===== config.mk =====
export PLATFORM = sky130hd
export DESIGN_NAME = uhp_regs
export DESIGN_NICKNAME = d
export VERILOG_FILES = /design/src/uhp_pkg.sv /design/src/uhp_regs.sv
export SDC_FILE = /design/constraint.sdc
export NUM_CORES = 1
export LEC_CHECK = 0
export ABC_AREA = 1
export BUFFER_PORTS_ARGS = -buffer_cell sky130_fd_sc_hd__buf_2
export CAP_MARGIN = 20
export CORE_MARGIN = 2
export CORE_UTILIZATION = 35
export CTS_CLUSTER_SIZE = 40
export DETAILED_ROUTE_END_ITERATION = 10
export PLACE_DENSITY = 0.56
export SLEW_MARGIN = 40
export SYNTH_ARGS = -nofsm -noshare
export SYNTH_HDL_FRONTEND = slang
export SYNTH_SLANG_ARGS = --single-unit

===== constraint.sdc =====
create_clock -name clk -period 3.75 [get_ports clk]
set_input_delay 0.1875 -clock clk [delete_from_list [all_inputs] [get_ports clk]]
set_output_delay 0.1875 -clock clk [all_outputs]
set_load 0.01 [all_outputs]

===== src/uhp_pkg.sv =====
// package for the usb host pipe control register block
package uhp_pkg;
  localparam int NPIPE = 7;
  localparam logic [7:0] A_FLAGS   = 8'h00;
  localparam logic [7:0] A_ENABLES = 8'h01;
  localparam logic [7:0] A_ADDR    = 8'h02;
  localparam logic [7:0] A_FNUMH   = 8'h03;
  localparam logic [7:0] A_FNUML   = 8'h04;
  localparam logic [7:0] A_FLEN    = 8'h05;
  localparam logic [7:0] A_PSEL    = 8'h06;
  localparam logic [7:0] A_PRST    = 8'h07;
  localparam logic [7:0] A_PCTL    = 8'h08;
  localparam logic [7:0] A_CFG0    = 8'h09;
  localparam logic [7:0] A_CFG1    = 8'h0A;
  localparam logic [7:0] A_CFG2    = 8'h0B;
  localparam logic [7:0] A_STAT    = 8'h0C;
  localparam logic [7:0] A_IN_REQUEST_COUNT    = 8'h0D;
  localparam int B_UPRSM = 4;
  localparam int B_DNRSM = 3;
  localparam int B_BRST  = 2;
  localparam int B_DET   = 1;
  localparam int B_ATT   = 0;
  localparam int B_FRZ   = 6;
  localparam int B_INM   = 5;
  localparam int B_TGL   = 3;
  localparam int B_PEN   = 0;
  localparam int B_MEMORY_CLAIM_BIT = 1;
  localparam int B_CONFIG_VALID_STATUS = 7;
  localparam logic [7:0] M_FLAGS = 8'h1F;
  localparam logic [7:0] M_EN    = 8'h7F;
  localparam logic [7:0] RST_VAL = 8'h00;
  localparam logic [7:0] PCTL_RST = 8'h40;
  localparam logic [1:0] T_CTRL = 2'h0;
  localparam logic [1:0] T_INT  = 2'h3;
  localparam logic [1:0] K_IN   = 2'h1;
  localparam logic [2:0] S_MAX_OTHER = 3'h3;
  typedef enum logic [1:0] {T_CONTROL, T_ISO, T_BULK, T_INTR} uhp_type_e;
  typedef struct packed {
    logic       attach;
    logic       detach;
    logic       reset_done;
    logic       up_resume;
    logic       dn_resume_done;
  } uhp_ev_s;
  typedef struct packed {
    logic       wr;
    logic       rd;
    logic [7:0] addr;
    logic [7:0] wdata;
  } uhp_bus_s;
  typedef struct packed {
    logic       stall;
    logic       error;
    logic       in_done;
    logic       toggle_clear;
  } uhp_pev_s;
endpackage : uhp_pkg


===== src/uhp_regs.sv =====
// host pipe control register file and pipe control state
//
// Decided for this implementation: the strobed register port and the register offsets.
`timescale 1ns/10ps
module uhp_regs (
  input  wire logic              clk,
  input  wire logic              rst_b,
  input  wire uhp_pkg::uhp_bus_s bus,
  output logic [7:0]             rdata,
  input  wire uhp_pkg::uhp_ev_s  ev,
  input  wire logic              bus_reset_drive,
  input  wire logic [7:0]        sent_frame_length,
  input  wire logic              sof_tick,
  input  wire uhp_pkg::uhp_pev_s pev,
  output logic                   host_irq,
  output logic [6:0]             target_device_addr,
  output logic [2:0]             pipe_select_index,
  output logic [6:0]             pipe_reset_pulse,
  output logic                   toggle_restart,
  output logic [6:0]             pipe_active,
  output logic [6:0]             pipe_request_en,
  output logic [1:0]             sel_transfer_type,
  output logic [1:0]             sel_token_kind,
  output logic [3:0]             sel_target_endpoint,
  output logic [8:0]             sel_buffer_bytes,
  output logic                   sel_two_banks,
  output logic [7:0]             sel_poll_period
);
  localparam int N = uhp_pkg::NPIPE;
  logic [7:0]  flags_q, en_q, addr_q, fnh_q, fnl_q, psel_q, prst_q, rdata_q;
  logic [7:0]  pctl_q [N];
  logic [7:0]  cfg0_q [N];
  logic [7:0]  cfg1_q [N];
  logic [7:0]  cfg2_q [N];
  logic [7:0]  in_request_count_q [N];
  logic [6:0]  config_valid_status;
  logic [4:0]  ev_v;
  logic [2:0]  p;

  function automatic logic wr_at(input uhp_pkg::uhp_bus_s b, input logic [7:0] a);
    wr_at = b.wr && (b.addr == a);
  endfunction : wr_at

  // control pipe must be single bank; size codes above 64 only on pipe 1
  function automatic logic cfg_valid(input logic [7:0] c0, input logic [7:0] c1,
                                     input int idx);
    cfg_valid = c1[uhp_pkg::B_MEMORY_CLAIM_BIT] && !c1[3]
                && !(c0[7:6] == uhp_pkg::T_CTRL && c1[3:2] != 2'h0)
                && (c1[6:4] <= uhp_pkg::S_MAX_OTHER ||
                    (idx == 1 && c1[6:4] <= 3'h5));
  endfunction : cfg_valid

  assign p    = psel_q[2:0];
  assign ev_v = {ev.up_resume, ev.dn_resume_done, ev.reset_done, ev.detach, ev.attach};

  // set wins over clear; software can only clear flags
  always_ff @(posedge clk or negedge rst_b) begin
    if (!rst_b) begin
      flags_q <= uhp_pkg::RST_VAL;
    end else begin
      flags_q <= ((wr_at(bus, uhp_pkg::A_FLAGS) ? (flags_q & bus.wdata) : flags_q)
                  | {3'h0, ev_v}) & uhp_pkg::M_FLAGS;
    end
  end

  always_ff @(posedge clk or negedge rst_b) begin
    if (!rst_b) begin
      en_q   <= uhp_pkg::RST_VAL;
      psel_q <= uhp_pkg::RST_VAL;
      prst_q <= uhp_pkg::RST_VAL;
    end else begin
      if (wr_at(bus, uhp_pkg::A_ENABLES)) en_q <= bus.wdata & uhp_pkg::M_EN;
      if (wr_at(bus, uhp_pkg::A_PSEL)) psel_q <= {5'h0, bus.wdata[2:0]};
      if (wr_at(bus, uhp_pkg::A_PRST)) prst_q <= {1'b0, bus.wdata[6:0]};
    end
  end

  always_ff @(posedge clk or negedge rst_b) begin
    if (!rst_b) begin
      addr_q <= uhp_pkg::RST_VAL;
    end else if (bus_reset_drive) begin
      addr_q <= uhp_pkg::RST_VAL;
    end else if (wr_at(bus, uhp_pkg::A_ADDR)) begin
      addr_q <= {1'b0, bus.wdata[6:0]};
    end
  end

  // frame counter advances on each start-of-frame, software writes win
  always_ff @(posedge clk or negedge rst_b) begin
    if (!rst_b) begin
      fnh_q <= uhp_pkg::RST_VAL;
      fnl_q <= uhp_pkg::RST_VAL;
    end else if (wr_at(bus, uhp_pkg::A_FNUMH)) begin
      fnh_q <= {5'h0, bus.wdata[2:0]};
    end else if (wr_at(bus, uhp_pkg::A_FNUML)) begin
      fnl_q <= bus.wdata;
    end else if (sof_tick) begin
      {fnh_q[2:0], fnl_q} <= 11'({fnh_q[2:0], fnl_q} + 11'h001);
    end
  end

  for (genvar i = 0; i < N; i++) begin : g_pipe
    logic rst_ev, en_rise, sel_w;
    assign sel_w   = (p == 3'(i));
    assign rst_ev  = prst_q[i] && wr_at(bus, uhp_pkg::A_PRST) && !bus.wdata[i];
    assign en_rise = sel_w && wr_at(bus, uhp_pkg::A_PCTL) && bus.wdata[uhp_pkg::B_PEN]
                     && !pctl_q[i][uhp_pkg::B_PEN];
    assign config_valid_status[i] = pctl_q[i][uhp_pkg::B_PEN] && cfg_valid(cfg0_q[i], cfg1_q[i], i);

    always_ff @(posedge clk or negedge rst_b) begin
      if (!rst_b) begin
        pctl_q[i] <= uhp_pkg::PCTL_RST;
      end else begin
        if (sel_w && wr_at(bus, uhp_pkg::A_PCTL)) begin
          pctl_q[i] <= {1'b0, bus.wdata[6:5], 1'b0,
                        bus.wdata[3] | pctl_q[i][3], 2'h0, bus.wdata[0]};
        end
        if (sel_w && pctl_q[i][uhp_pkg::B_TGL])
          pctl_q[i][uhp_pkg::B_TGL] <= 1'b0;
        if (rst_ev || en_rise || !config_valid_status[i] ||
            (sel_w && (pev.stall || pev.error ||
             (pev.in_done && !pctl_q[i][uhp_pkg::B_INM] && in_request_count_q[i] == 8'h00))))
          pctl_q[i][uhp_pkg::B_FRZ] <= 1'b1;
      end
    end

    // clearing the enable wipes configuration; pipe reset leaves it alone
    always_ff @(posedge clk or negedge rst_b) begin
      if (!rst_b) begin
        cfg0_q[i] <= uhp_pkg::RST_VAL;
        cfg1_q[i] <= uhp_pkg::RST_VAL;
        cfg2_q[i] <= uhp_pkg::RST_VAL;
        in_request_count_q[i] <= uhp_pkg::RST_VAL;
      end else if (!pctl_q[i][uhp_pkg::B_PEN] || bus_reset_drive) begin
        cfg0_q[i] <= uhp_pkg::RST_VAL;
        cfg1_q[i] <= uhp_pkg::RST_VAL;
        cfg2_q[i] <= uhp_pkg::RST_VAL;
        in_request_count_q[i] <= uhp_pkg::RST_VAL;
      end else if (sel_w) begin
        if (wr_at(bus, uhp_pkg::A_CFG0)) cfg0_q[i] <= bus.wdata;
        if (wr_at(bus, uhp_pkg::A_CFG1)) cfg1_q[i] <= {1'b0, bus.wdata[6:2], bus.wdata[1], 1'b0};
        if (wr_at(bus, uhp_pkg::A_CFG2)) cfg2_q[i] <= bus.wdata;
        if (wr_at(bus, uhp_pkg::A_IN_REQUEST_COUNT)) in_request_count_q[i] <= bus.wdata;
        else if (pev.in_done && in_request_count_q[i] != 8'h00)
          in_request_count_q[i] <= 8'(in_request_count_q[i] - 8'h01);
      end
    end

    assign pipe_reset_pulse[i] = rst_ev;
    assign pipe_active[i]      = config_valid_status[i];
    assign pipe_request_en[i]  = config_valid_status[i] && !pctl_q[i][uhp_pkg::B_FRZ];
  end

  always_ff @(posedge clk or negedge rst_b) begin
    if (!rst_b) begin
      rdata_q <= uhp_pkg::RST_VAL;
    end else if (bus.rd) begin
      case (bus.addr)
        uhp_pkg::A_FLAGS:   rdata_q <= flags_q;
        uhp_pkg::A_ENABLES: rdata_q <= en_q;
        uhp_pkg::A_ADDR:    rdata_q <= addr_q;
        uhp_pkg::A_FNUMH:   rdata_q <= fnh_q;
        uhp_pkg::A_FNUML:   rdata_q <= fnl_q;
        uhp_pkg::A_FLEN:    rdata_q <= sent_frame_length;
        uhp_pkg::A_PSEL:    rdata_q <= psel_q;
        uhp_pkg::A_PRST:    rdata_q <= prst_q;
        uhp_pkg::A_PCTL:    rdata_q <= (p < 3'(N)) ? pctl_q[p] : 8'h00;
        uhp_pkg::A_CFG0:    rdata_q <= (p < 3'(N)) ? cfg0_q[p] : 8'h00;
        uhp_pkg::A_CFG1:    rdata_q <= (p < 3'(N)) ? cfg1_q[p] : 8'h00;
        uhp_pkg::A_CFG2:    rdata_q <= (p < 3'(N)) ? cfg2_q[p] : 8'h00;
        uhp_pkg::A_STAT:    rdata_q <= (p < 3'(N)) ? {config_valid_status[p], 7'h00} : 8'h00;
        uhp_pkg::A_IN_REQUEST_COUNT:    rdata_q <= (p < 3'(N)) ? in_request_count_q[p] : 8'h00;
        default:            rdata_q <= 8'h00;
      endcase
    end else begin
      rdata_q <= 8'h00;
    end
  end

  logic [7:0] sel_c0, sel_c1;
  assign sel_c0 = (p < 3'(N)) ? cfg0_q[p] : 8'h00;
  assign sel_c1 = (p < 3'(N)) ? cfg1_q[p] : 8'h00;

  assign rdata               = rdata_q;
  assign host_irq            = |(flags_q & en_q);
  assign target_device_addr  = addr_q[6:0];
  assign pipe_select_index   = p;
  assign toggle_restart      = (p < 3'(N)) ? pctl_q[p][uhp_pkg::B_TGL] : 1'b0;
  assign sel_transfer_type   = sel_c0[7:6];
  assign sel_token_kind      = sel_c0[5:4];
  assign sel_target_endpoint = sel_c0[3:0];
  assign sel_buffer_bytes    = 9'(9'h008 << sel_c1[6:4]);
  assign sel_two_banks       = sel_c1[2];
  assign sel_poll_period     = (sel_c0[7:6] == uhp_pkg::T_INT && p < 3'(N))
                               ? cfg2_q[p] : 8'h00;
endmodule : uhp_regs


After elaboration in Yosys (flattened, before gate mapping)
Cells that the tools add are included.
{ "word_totals": {"output_inout_bits": 67, "in_bits": 39, "register_bits": 301} }
{ "classes": {"mux": 129, "order_cmp": 11, "bitwise": 12, "addsub": 8, "reduce_logical": 324, "shift": 1, "n_eq_ne": 21} }
{ "ops": {"columns": ["cell", "n"], "rows": [
  ["2-to-1 mux 8 bit", 95],
  ["logical AND 1 bit", 125],
  ["binary-select mux 8 bit (select 3 bit)", 5],
  ["case mux 8 bit (14 select lines)", 1],
  ["nonzero test 2 bit", 52],
  ["zero test 8 bit", 8],
  ["AND reduction 2 bit", 30],
  ["nonzero test 8 bit", 7],
  ["subtractor 8 x 1 -> 8 bit (second input constant)", 7],
  ["zero test 1 bit", 49],
  ["2-to-1 mux 7 bit", 7],
  ["equality test 8 x 4 -> 1 bit (second input constant)", 6],
  ["logical OR 1 bit", 37],
  ["equality test 8 x 3 -> 1 bit (second input constant)", 4],
  ["less-or-equal comparator 3 x 2 -> 1 bit (second input constant)", 7],
  ["nonzero test 3 bit", 7],
  ["equality test 8 x 2 -> 1 bit (second input constant)", 2],
  ["2-to-1 mux 1 bit", 16],
  ["zero test 2 bit", 7],
  ["adder 11 x 1 -> 11 bit (second input constant)", 1],
  ["equality test 3 bit (second input constant)", 3],
  ["2-to-1 mux 3 bit", 3],
  ["<< shifter 4 x 3 -> 9 bit (first input constant)", 1],
  ["equality test 8 x 1 -> 1 bit (second input constant)", 1],
  ["other kinds (18)", 25]
]} }

Depth between registers and ports, before layout
Gate-level depths: netlist (run 1).
{ "logic_depth": {"ltp_word": 11, "ltp_mapped": 15} }

Worst setup path before layout (run 1)
OpenSTA, ideal clock, no wires.
{ "synth_timing": {"kind": "reg2out", "startpoint": "register psel_q[0]", "endpoint": "output port sel_buffer_bytes[7]", "path_buffers": 3, "stages_incl_launch_ff": 11, "slack_ns": 1.909, "arrival_ns": 1.653, "path_cell_list": "dfrtp_1 buf_4 nor2_1 buf_2 buf_2 nand2_1 nand4_1 nand2_1 nand2_1 inv_1 nor2_1"} }
{ "synth_via": {"elab_chain_cells": 6, "word_cells_on_any_way": 7, "cone_classes": "order compare (1); shift (1); mux (4); bitwise (1)"} }
{ "synth_lines": {"columns": ["element", "line_no", "source"], "rows": [
  ["from (decl)", "uhp_regs.sv:30", "logic [7:0] flags_q, en_q, addr_q, fnh_q, fnl_q, psel_q, prst_q, rdata_q;"],
  ["from (signal assigned)", "uhp_regs.sv:69", "psel_q <= uhp_pkg::RST_VAL;"],
  ["from (signal assigned)", "uhp_regs.sv:73", "if (wr_at(bus, uhp_pkg::A_PSEL)) psel_q <= {5'h0, bus.wdata[2:0]};"],
  ["inverter 3 -> 4 bit (implied by the code)", "uhp_regs.sv:182", "assign sel_c1 = (p < 3'(N)) ? cfg1_q[p] : 8'h00;"],
  ["binary-select mux 8 bit (select 3 bit)", "uhp_regs.sv:182", null],
  ["2-to-1 mux 8 bit", null, null],
  ["2-to-1 mux 8 bit (implied by the code)", "uhp_regs.sv:182", null],
  ["2-to-1 mux 8 bit *", "uhp_regs.sv:182", null],
  ["<< shifter 4 x 3 -> 9 bit *", "uhp_regs.sv:192", "assign sel_buffer_bytes = 9'(9'h008 << sel_c1[6:4]);"],
  ["to (decl)", "uhp_regs.sv:25", "output logic [8:0] sel_buffer_bytes,"]
]} }
Mark *: on every way between the ends. The rest lies on a longest branch, timed or not. The select of a mux whose other input is x is not followed.

Final worst setup path (run 1)
{ "layout_timing": {"startpoint": "register psel_q[0]", "endpoint": "output port sel_poll_period[3]"} }
{ "layout_via": {"elab_chain_cells": 8, "word_cells_on_any_way": 12, "cone_classes": "order compare (1); eq/ne (1); mux (8); bitwise (1); reduce/logical (1)"} }
{ "layout_lines": {"columns": ["element", "line_no", "source"], "rows": [
  ["inverter 3 -> 4 bit (implied by the code)", "uhp_regs.sv:181, uhp_regs.sv:195", null],
  ["binary-select mux 8 bit (select 3 bit)", "uhp_regs.sv:181", "assign sel_c0 = (p < 3'(N)) ? cfg0_q[p] : 8'h00;"],
  ["2-to-1 mux 8 bit (implied by the code) (2 in a row)", "uhp_regs.sv:181", null],
  ["2-to-1 mux 8 bit", "uhp_regs.sv:181", null],
  ["equality test 2 bit", "uhp_regs.sv:194", "assign sel_poll_period = (sel_c0[7:6] == uhp_pkg::T_INT && p < 3'(N))"],
  ["logical AND 1 bit", "uhp_regs.sv:194", null],
  ["2-to-1 mux 8 bit *", "uhp_regs.sv:195", "? cfg2_q[p] : 8'h00;"],
  ["to (decl)", "uhp_regs.sv:27", "output logic [7:0] sel_poll_period"]
]} }
Marked as above.

==> results of run 1 <==
power breakdown:
part | internal, mW | switching, mW | total [mW] | leakage, nW
sequential | 3.22 | 0.120 | 3.34 | 3.82
clock | 2.10 | 1.43 | 3.53 | 0.584
combinational | 0.246 | 0.593 | 0.840 | 4.78
cell families after synthesis:
| family | after synthesis |
|---|---|
| AND/OR/NAND/NOR | 1173 |
| other | 1 |
| buffers and inverters | 353 |
| flip-flops | 286 |
| adder cells (fa/ha/maj) | 15 |
| XOR/XNOR | 26 |
| AO/OA/AOI/OAI | 427 |
Yosys cell counts, drive strengths merged:
master	number	share of area
a31oi	4	0.0015
nand3b	4	0.0018
a21oi	72	0.023
or2	8	0.0031
a221oi	1	0.00054
o211ai	17	0.0078
o22ai	14	0.0054
o21ai	293	0.096
clkbuf	21	0.0048
and2	2	0.00077
nand2	745	0.17
ha	15	0.012
o21a	3	0.0014
nor2	252	0.063
o2111ai	2	0.0011
o31ai	10	0.0049
nand3	115	0.036
conb	1	0.00023
nand4	39	0.015
buf	58	0.023
xor2	26	0.014
dfstp	7	0.011
a22oi	11	0.0051
dfrtp	279	0.43
inv	268	0.062
nor3b	1	0.00046
clkinv	6	0.0014
nor3	7	0.0028
worst max-delay path by stage:
stage	from	to	cells after the start	slack, ps
after floorplan	psel_q[0]	sel_buffer_bytes[7]	10	1910
after global placement	psel_q[0]	cfg2_q[42]	9	990
after detailed placement	psel_q[0]	cfg2_q[40]	9	980
after CTS	psel_q[0]	sel_poll_period[3]	7	380
after global routing	psel_q[0]	sel_poll_period[3]	11	280
final	psel_q[0]	sel_poll_period[3]	7	370
worst min-delay path, stage by stage:
cell     delay (ps)
buf_2           180
nand2_1         100
a31oi_1          80
final cells by class:
type	count	area [um^2]
Fill cell	4891	27500
Multi-Input combinational cell	1644	7677
Sequential cell	286	7166
Clock buffer	54	1059
Inverter	274	1028
Timing Repair Buffer	149	945.9
Tap cell	607	759.5
Clock inverter	10	121.4
stage by stage:
step	hold WS (ps)	area, um^2	total power [mW]	utilization	setup slack [ps]
5_1_grt	26.01	18760	7.992	0.4055	277.3
2_1_floorplan	-108.1	16310	3.834	-	1909
3_3_place_gp	165.8	17440	4.187	0.3769	994.1
4_1_cts	1.622	18720	7.726	0.4046	384.0
6_report	26.02	18760	7.703	0.4055	369.2
3_5_place_dp	166.5	17440	4.200	0.3770	977.5
placed cells by master, fill, tap and decap left out, types with 17 or more instances in the layout:
| cell | synthesis | final |
|---|---|---|
| nand2_1 | 735 | 735 |
| dfrtp_1 | 279 | 279 |
| inv_1 | 248 | 247 |
| nor2_1 | 237 | 234 |
| o21ai_0 | 230 | 230 |
| nand3_1 | 114 | 114 |
| buf_2 | 24 | 100 |
| a21oi_1 | 68 | 67 |
| nand4_1 | 39 | 39 |
| o21ai_1 | 37 | 37 |
| clkbuf_16 | 0 | 36 |
| buf_4 | 21 | 35 |
| xor2_1 | 26 | 26 |
| o21ai_2 | 25 | 25 |
| inv_2 | 20 | 21 |
| o211ai_1 | 17 | 17 |
layer usage:
metal	global-route usage	routed length, um
met1	0.3652	27280
met2	0.3932	27240
met3	0.05148	4939
met4	0.1215	3223
met5	0	11
flip-flops by register name, indices dropped and copies added, names as in the netlist:
name,flops
cfg0_q,56
cfg2_q,56
in_request_count_q,56
cfg1_q,42
pctl_q,28
fnl_q,8
rdata,8
addr_q,7
en_q,7
prst_q,7
flags_q,5
fnh_q,3
psel_q,3
==> metrics.txt, run 1 <==
status=complete, no violations; clock latency on the worst-skew pair=around 570 ps; setup slack, reg-to-reg=approximately 860 ps; All-Layer GR Usage=0.2627; critical-path maximum fanout=26; cts bufs inserted=36; flops & latches, synth=286; # diodes=0; FMAX=between 0.2 and 0.3 GHz; largest net degree at the start of global routing=~130; hold path cells=3; I/O pin cnt=between 100 and 150; Worst Path Buf+Inv=1; initial antenna violation count=2; Post-CTS Setup Inserts=0; Peak VDD IR=0.2943 mV; endpoints failing hold=0; drt wl/cell=approximately 21 um; setup_tns=0 ps; max incr delay on CP=approximately 600 ps; crit-path cells=nand2_2 > o22ai_1 > o21ai_0 > nand2_1 > nand2_1 > nor2_1 > buf_2; dpl cells=just under 3,000; die height=219.8 um; Worst Max-Slew Pin Slew=between 900 and 1000 ps; Avg Vias per Cell=5.259; # clock sinks=roughly 290; synth warn=0; Startpoint Class=flip-flop; skew final=approximately 32 ps; Avg Cell Area, Syn=7.145 um^2; hold buffer count at CTS=10; H-tree depth=2; slowest cell on the critical path=dfrtp_1; post-synth cell types=between 40 and 50; min-delay src=bus[1]; Final min period=about 3400 ps; crit path DAT=between 3000 and 4000 ps; vias in the first global route=14,900; Slew headroom=0.3872; port bufs=between 100 and 150; drt drc=0; crit end category=primary output; Lkg Pwr=about 9.2 nW; Vias=15,900; die extent in x=around 220 um; post-cts gate resize count=0; Die ar.=between 0.04 and 0.05 mm^2; most frequent CP cell=nand2_1; Mapped Area=approximately 0.016 mm^2; sequential area share after synthesis=0.4397; post-synthesis mux area share=0; Min-Delay Endpoint=fnl_q[1]; final setup vio count=0; Adder-Cell Fraction of Synth Area=0.01152; Clock Root Buffer=clkbuf_16; post-synthesis simple-gate area fraction=0.2958; total gr overflow=0; clock tree from TritonCTS=done; Post-DP HPWL=~46,000 um; Area Overhead vs Synth=15.08%; Iter 0 DRT Violations=around 1,700; Synth Area in XOR/XNOR=0.01397; FF-to-FF End=cfg2_q[40]; initial core utilization=0.3523; Critical R2R Launch=psel_q[0]; share of cells above drive strength 1=0.1208; first-pass GRT wire length=about 94,000 um; Worst Path Required=roughly 3600 ps; final wirelength=between 60,000 and 70,000 um; RSZ-0062 raised after global routing=false; Max Slew Vio Count=0; Syn Inst Count=about 2,300; main combinational cell family by area after synthesis=simple AND/OR/NAND/NOR gates; Pre-antenna DRT Iters=6; number of routed nets with antenna violations=0; Layout Cells excl Fill=3,024; clk slew on worst S/H paths=~60 ps; Final Wtd Congestion=slightly below 1; Cell Rows=between 70 and 80; fin crit share=0.9015; WS Path Type=flip-flop to primary output; max-cap violations=0; total core area=about 0.046 mm^2; Synth Area in Compound Gates=0.1476; P per Cell Area=410.7 mW/mm^2; Register-to-Register Path Depth=9; Hold Path Class=primary input to flip-flop; CTS max path bufs=3; final net count=between 2,000 and 2,500; cell family with most CP delay=simple AND/OR/NAND/NOR gates
No activity file was read; power rests on OpenSTA's default activity.
==> run 2: changes to the inputs <==
CTS_BUF_LIST = sky130_fd_sc_hd__clkbuf_4 sky130_fd_sc_hd__clkbuf_8   (was default)
==> metrics.txt, run 2 (synthesized netlist as in run 1, its figures left out) <==
first-pass GRT wire length=94,720 um (+0.62%); Pre-antenna DRT Iters=6 (unchanged); endpoints failing hold=0 (unchanged); drt wl/cell=20.58 um (-0.75%); Cell Rows=79 (unchanged); Lkg Pwr=9.292 nW (+1.2%); final worst setup slack=253.5 ps (-115.8 ps); Hold Path Class=primary input to flip-flop; Startpoint Class=flip-flop; most frequent cells in the layout=nand2_1, dfrtp_1, inv_1; post-cts gate resize count=0 (unchanged); FMAX=0.2860 GHz (-3.3%); GR Layer Usage met1=0.3636 (-0.001620); GRT met2 Usage=0.3954 (+0.002201); Comb pwr share=0.110 (about the same); most common cell after layout, fill and taps aside=nand2_1; grt peak-use layer=met2; Iter 0 DRT Violations=1,729 (+1.5%); crit path DAT=3310 ps (+120 ps); multi-input logic area=0.007677 mm^2 (unchanged); initial antenna violation count=2 (unchanged); status=complete, no violations; skew final=47.26 ps (+14.84 ps); Max Slew Vio Count=0 (unchanged); Layout Utilization=0.4090 (+0.003543); pre-CTS setup slack=977.5 ps (unchanged); final wirelength=63,190 um (+0.79%); Sequential Power Share=0.435 (+0.002); RSZ-0062 raised after global routing=false; Area Overhead vs Synth=16.09%; final net count=2,474 (+1.2%); vias in the first global route=15,100 (+1.4%); hold buffer count at CTS=22 (+12); Die ar.=0.04831 mm^2 (unchanged); cts bufs inserted=53 (+47%); clock tree from TritonCTS=done; die height=219.8 um (unchanged); Clock Power Share=0.454 (-0.004); Worst Path Required=3560 ps (about the same); drt drc=0 (unchanged); max-cap violations=0 (unchanged); Post-DP HPWL=46,260 um (unchanged); dpl cells=2,949 (unchanged); hold_ws=53.52 ps (+27.50 ps); leading registers by flop count=cfg0_q: 56 flops, cfg2_q: 56 flops, in_request_count_q: 56 flops; port bufs=101 (unchanged); initial core utilization=0.3523 (unchanged); crit end category=primary output; Avg Vias per Cell=5.243 (-0.29%); Finished Cell Area=0.01892 mm^2 (+0.87%); share of cells above drive strength 1=0.1360 (+0.01520); Layout Cells excl Fill=3,071 (+1.6%); Switching Share=0.2824 (+0.004164); Final min period=3497 ps (+115.8 ps); Final Wtd Congestion=0.9618 (unchanged); clock latency on the worst-skew pair=670 ps (+100 ps); final setup vio count=0 (unchanged); setup_tns=0 ps (unchanged); H-tree depth=2 (unchanged); I/O pin cnt=106 (unchanged); critical-path maximum fanout=26 (unchanged); setup slack, reg-to-reg=840 ps (-20 ps); largest net degree at the start of global routing=134 (unchanged); total core area=0.04626 mm^2 (unchanged); Peak VDD IR=0.2582 mV (-12%); clk slew on worst S/H paths=70 ps (about the same); All-Layer GR Usage=0.2640 (+0.001364); register area=0.007166 mm^2 (unchanged); fin crit share=0.9324 (+0.03087); CTS max path bufs=3 (unchanged); # clock sinks=286 (unchanged); Clock Root Buffer=clkbuf_8; Vias=16,100 (+1.3%); placed cell areas=0.01744 mm^2 (unchanged); number of routed nets with antenna violations=0 (unchanged); net switching power=2.166 mW (+1.1%); total gr overflow=0 (unchanged); WS Path Type=flip-flop to primary output; Pwr Total=7.670 mW (-0.43%); fillers=4,908 (+0.35%); P per Cell Area=405.4 mW/mm^2 (-1.3%); die extent in x=219.8 um (unchanged); Power Internal=5.504 mW (-1.0%); GR Util met3=0.05728 (+0.005797); Slew headroom=0.3937 (+0.006493); Post-CTS Setup Inserts=0 (unchanged); Worst Max-Slew Pin Slew=906.1 ps (-12.08 ps)
-- run 2: area by class of cell --
class / instances / area share
Multi-Input combinational cell: 1644 / 0.4058
Sequential cell: 286 / 0.3787
Clock buffer: 88 / 0.05740
Timing Repair Buffer: 161 / 0.05634
Inverter: 274 / 0.05436
Tap cell: 607 / 0.04014
Clock inverter: 10 / 0.007142
Antenna cell: 1 / 0.0001323
-- run 2: power by group through the flow --
| stage | clock, mW | combinational (mW) | sequential [mW] |
|---|---|---|---|
| floorplan | 0 | 0.485 | 3.35 |
| global route | 3.69 | 0.938 | 3.35 |
| global placement | 0 | 0.804 | 3.38 |
| finish | 3.48 | 0.847 | 3.34 |
| detailed placement | 0 | 0.811 | 3.39 |
| CTS | 3.53 | 0.833 | 3.34 |
-- run 2: path summary, 6_finish.rpt --
check                                      from  depth (start not counted)                  to
setup / recovery                      psel_q[0]                          7  sel_poll_period[3]
hold / removal             sent_frame_length[5]                          7            rdata[5]
setup reg to reg                      psel_q[0]                          9          cfg2_q[40]
hold reg to reg                       cfg0_q[0]                          2           cfg0_q[0]
max in group asynchronous                 rst_b                          4          pctl_q[46]
min in group asynchronous                 rst_b                          2           cfg0_q[7]
-- run 2: critical path, stage by stage (launching register included) --
cell and delay (ps):
dfrtp_1 610, nand2_2 450, o22ai_1 440, o21ai_0 180, nand2_1 160, nand2_1 250, nor2_1 330, buf_2 200
-- run 2: routing by layer --
layer | share of wire | vias to the layer above | routed length (um)
met2 | 0.44 | 693 | 27560
met5 | 0.00019 | - | 12
li1 | - | 7572 | -
met3 | 0.083 | 146 | 5233
met1 | 0.43 | 7689 | 27270
met4 | 0.049 | 2 | 3119
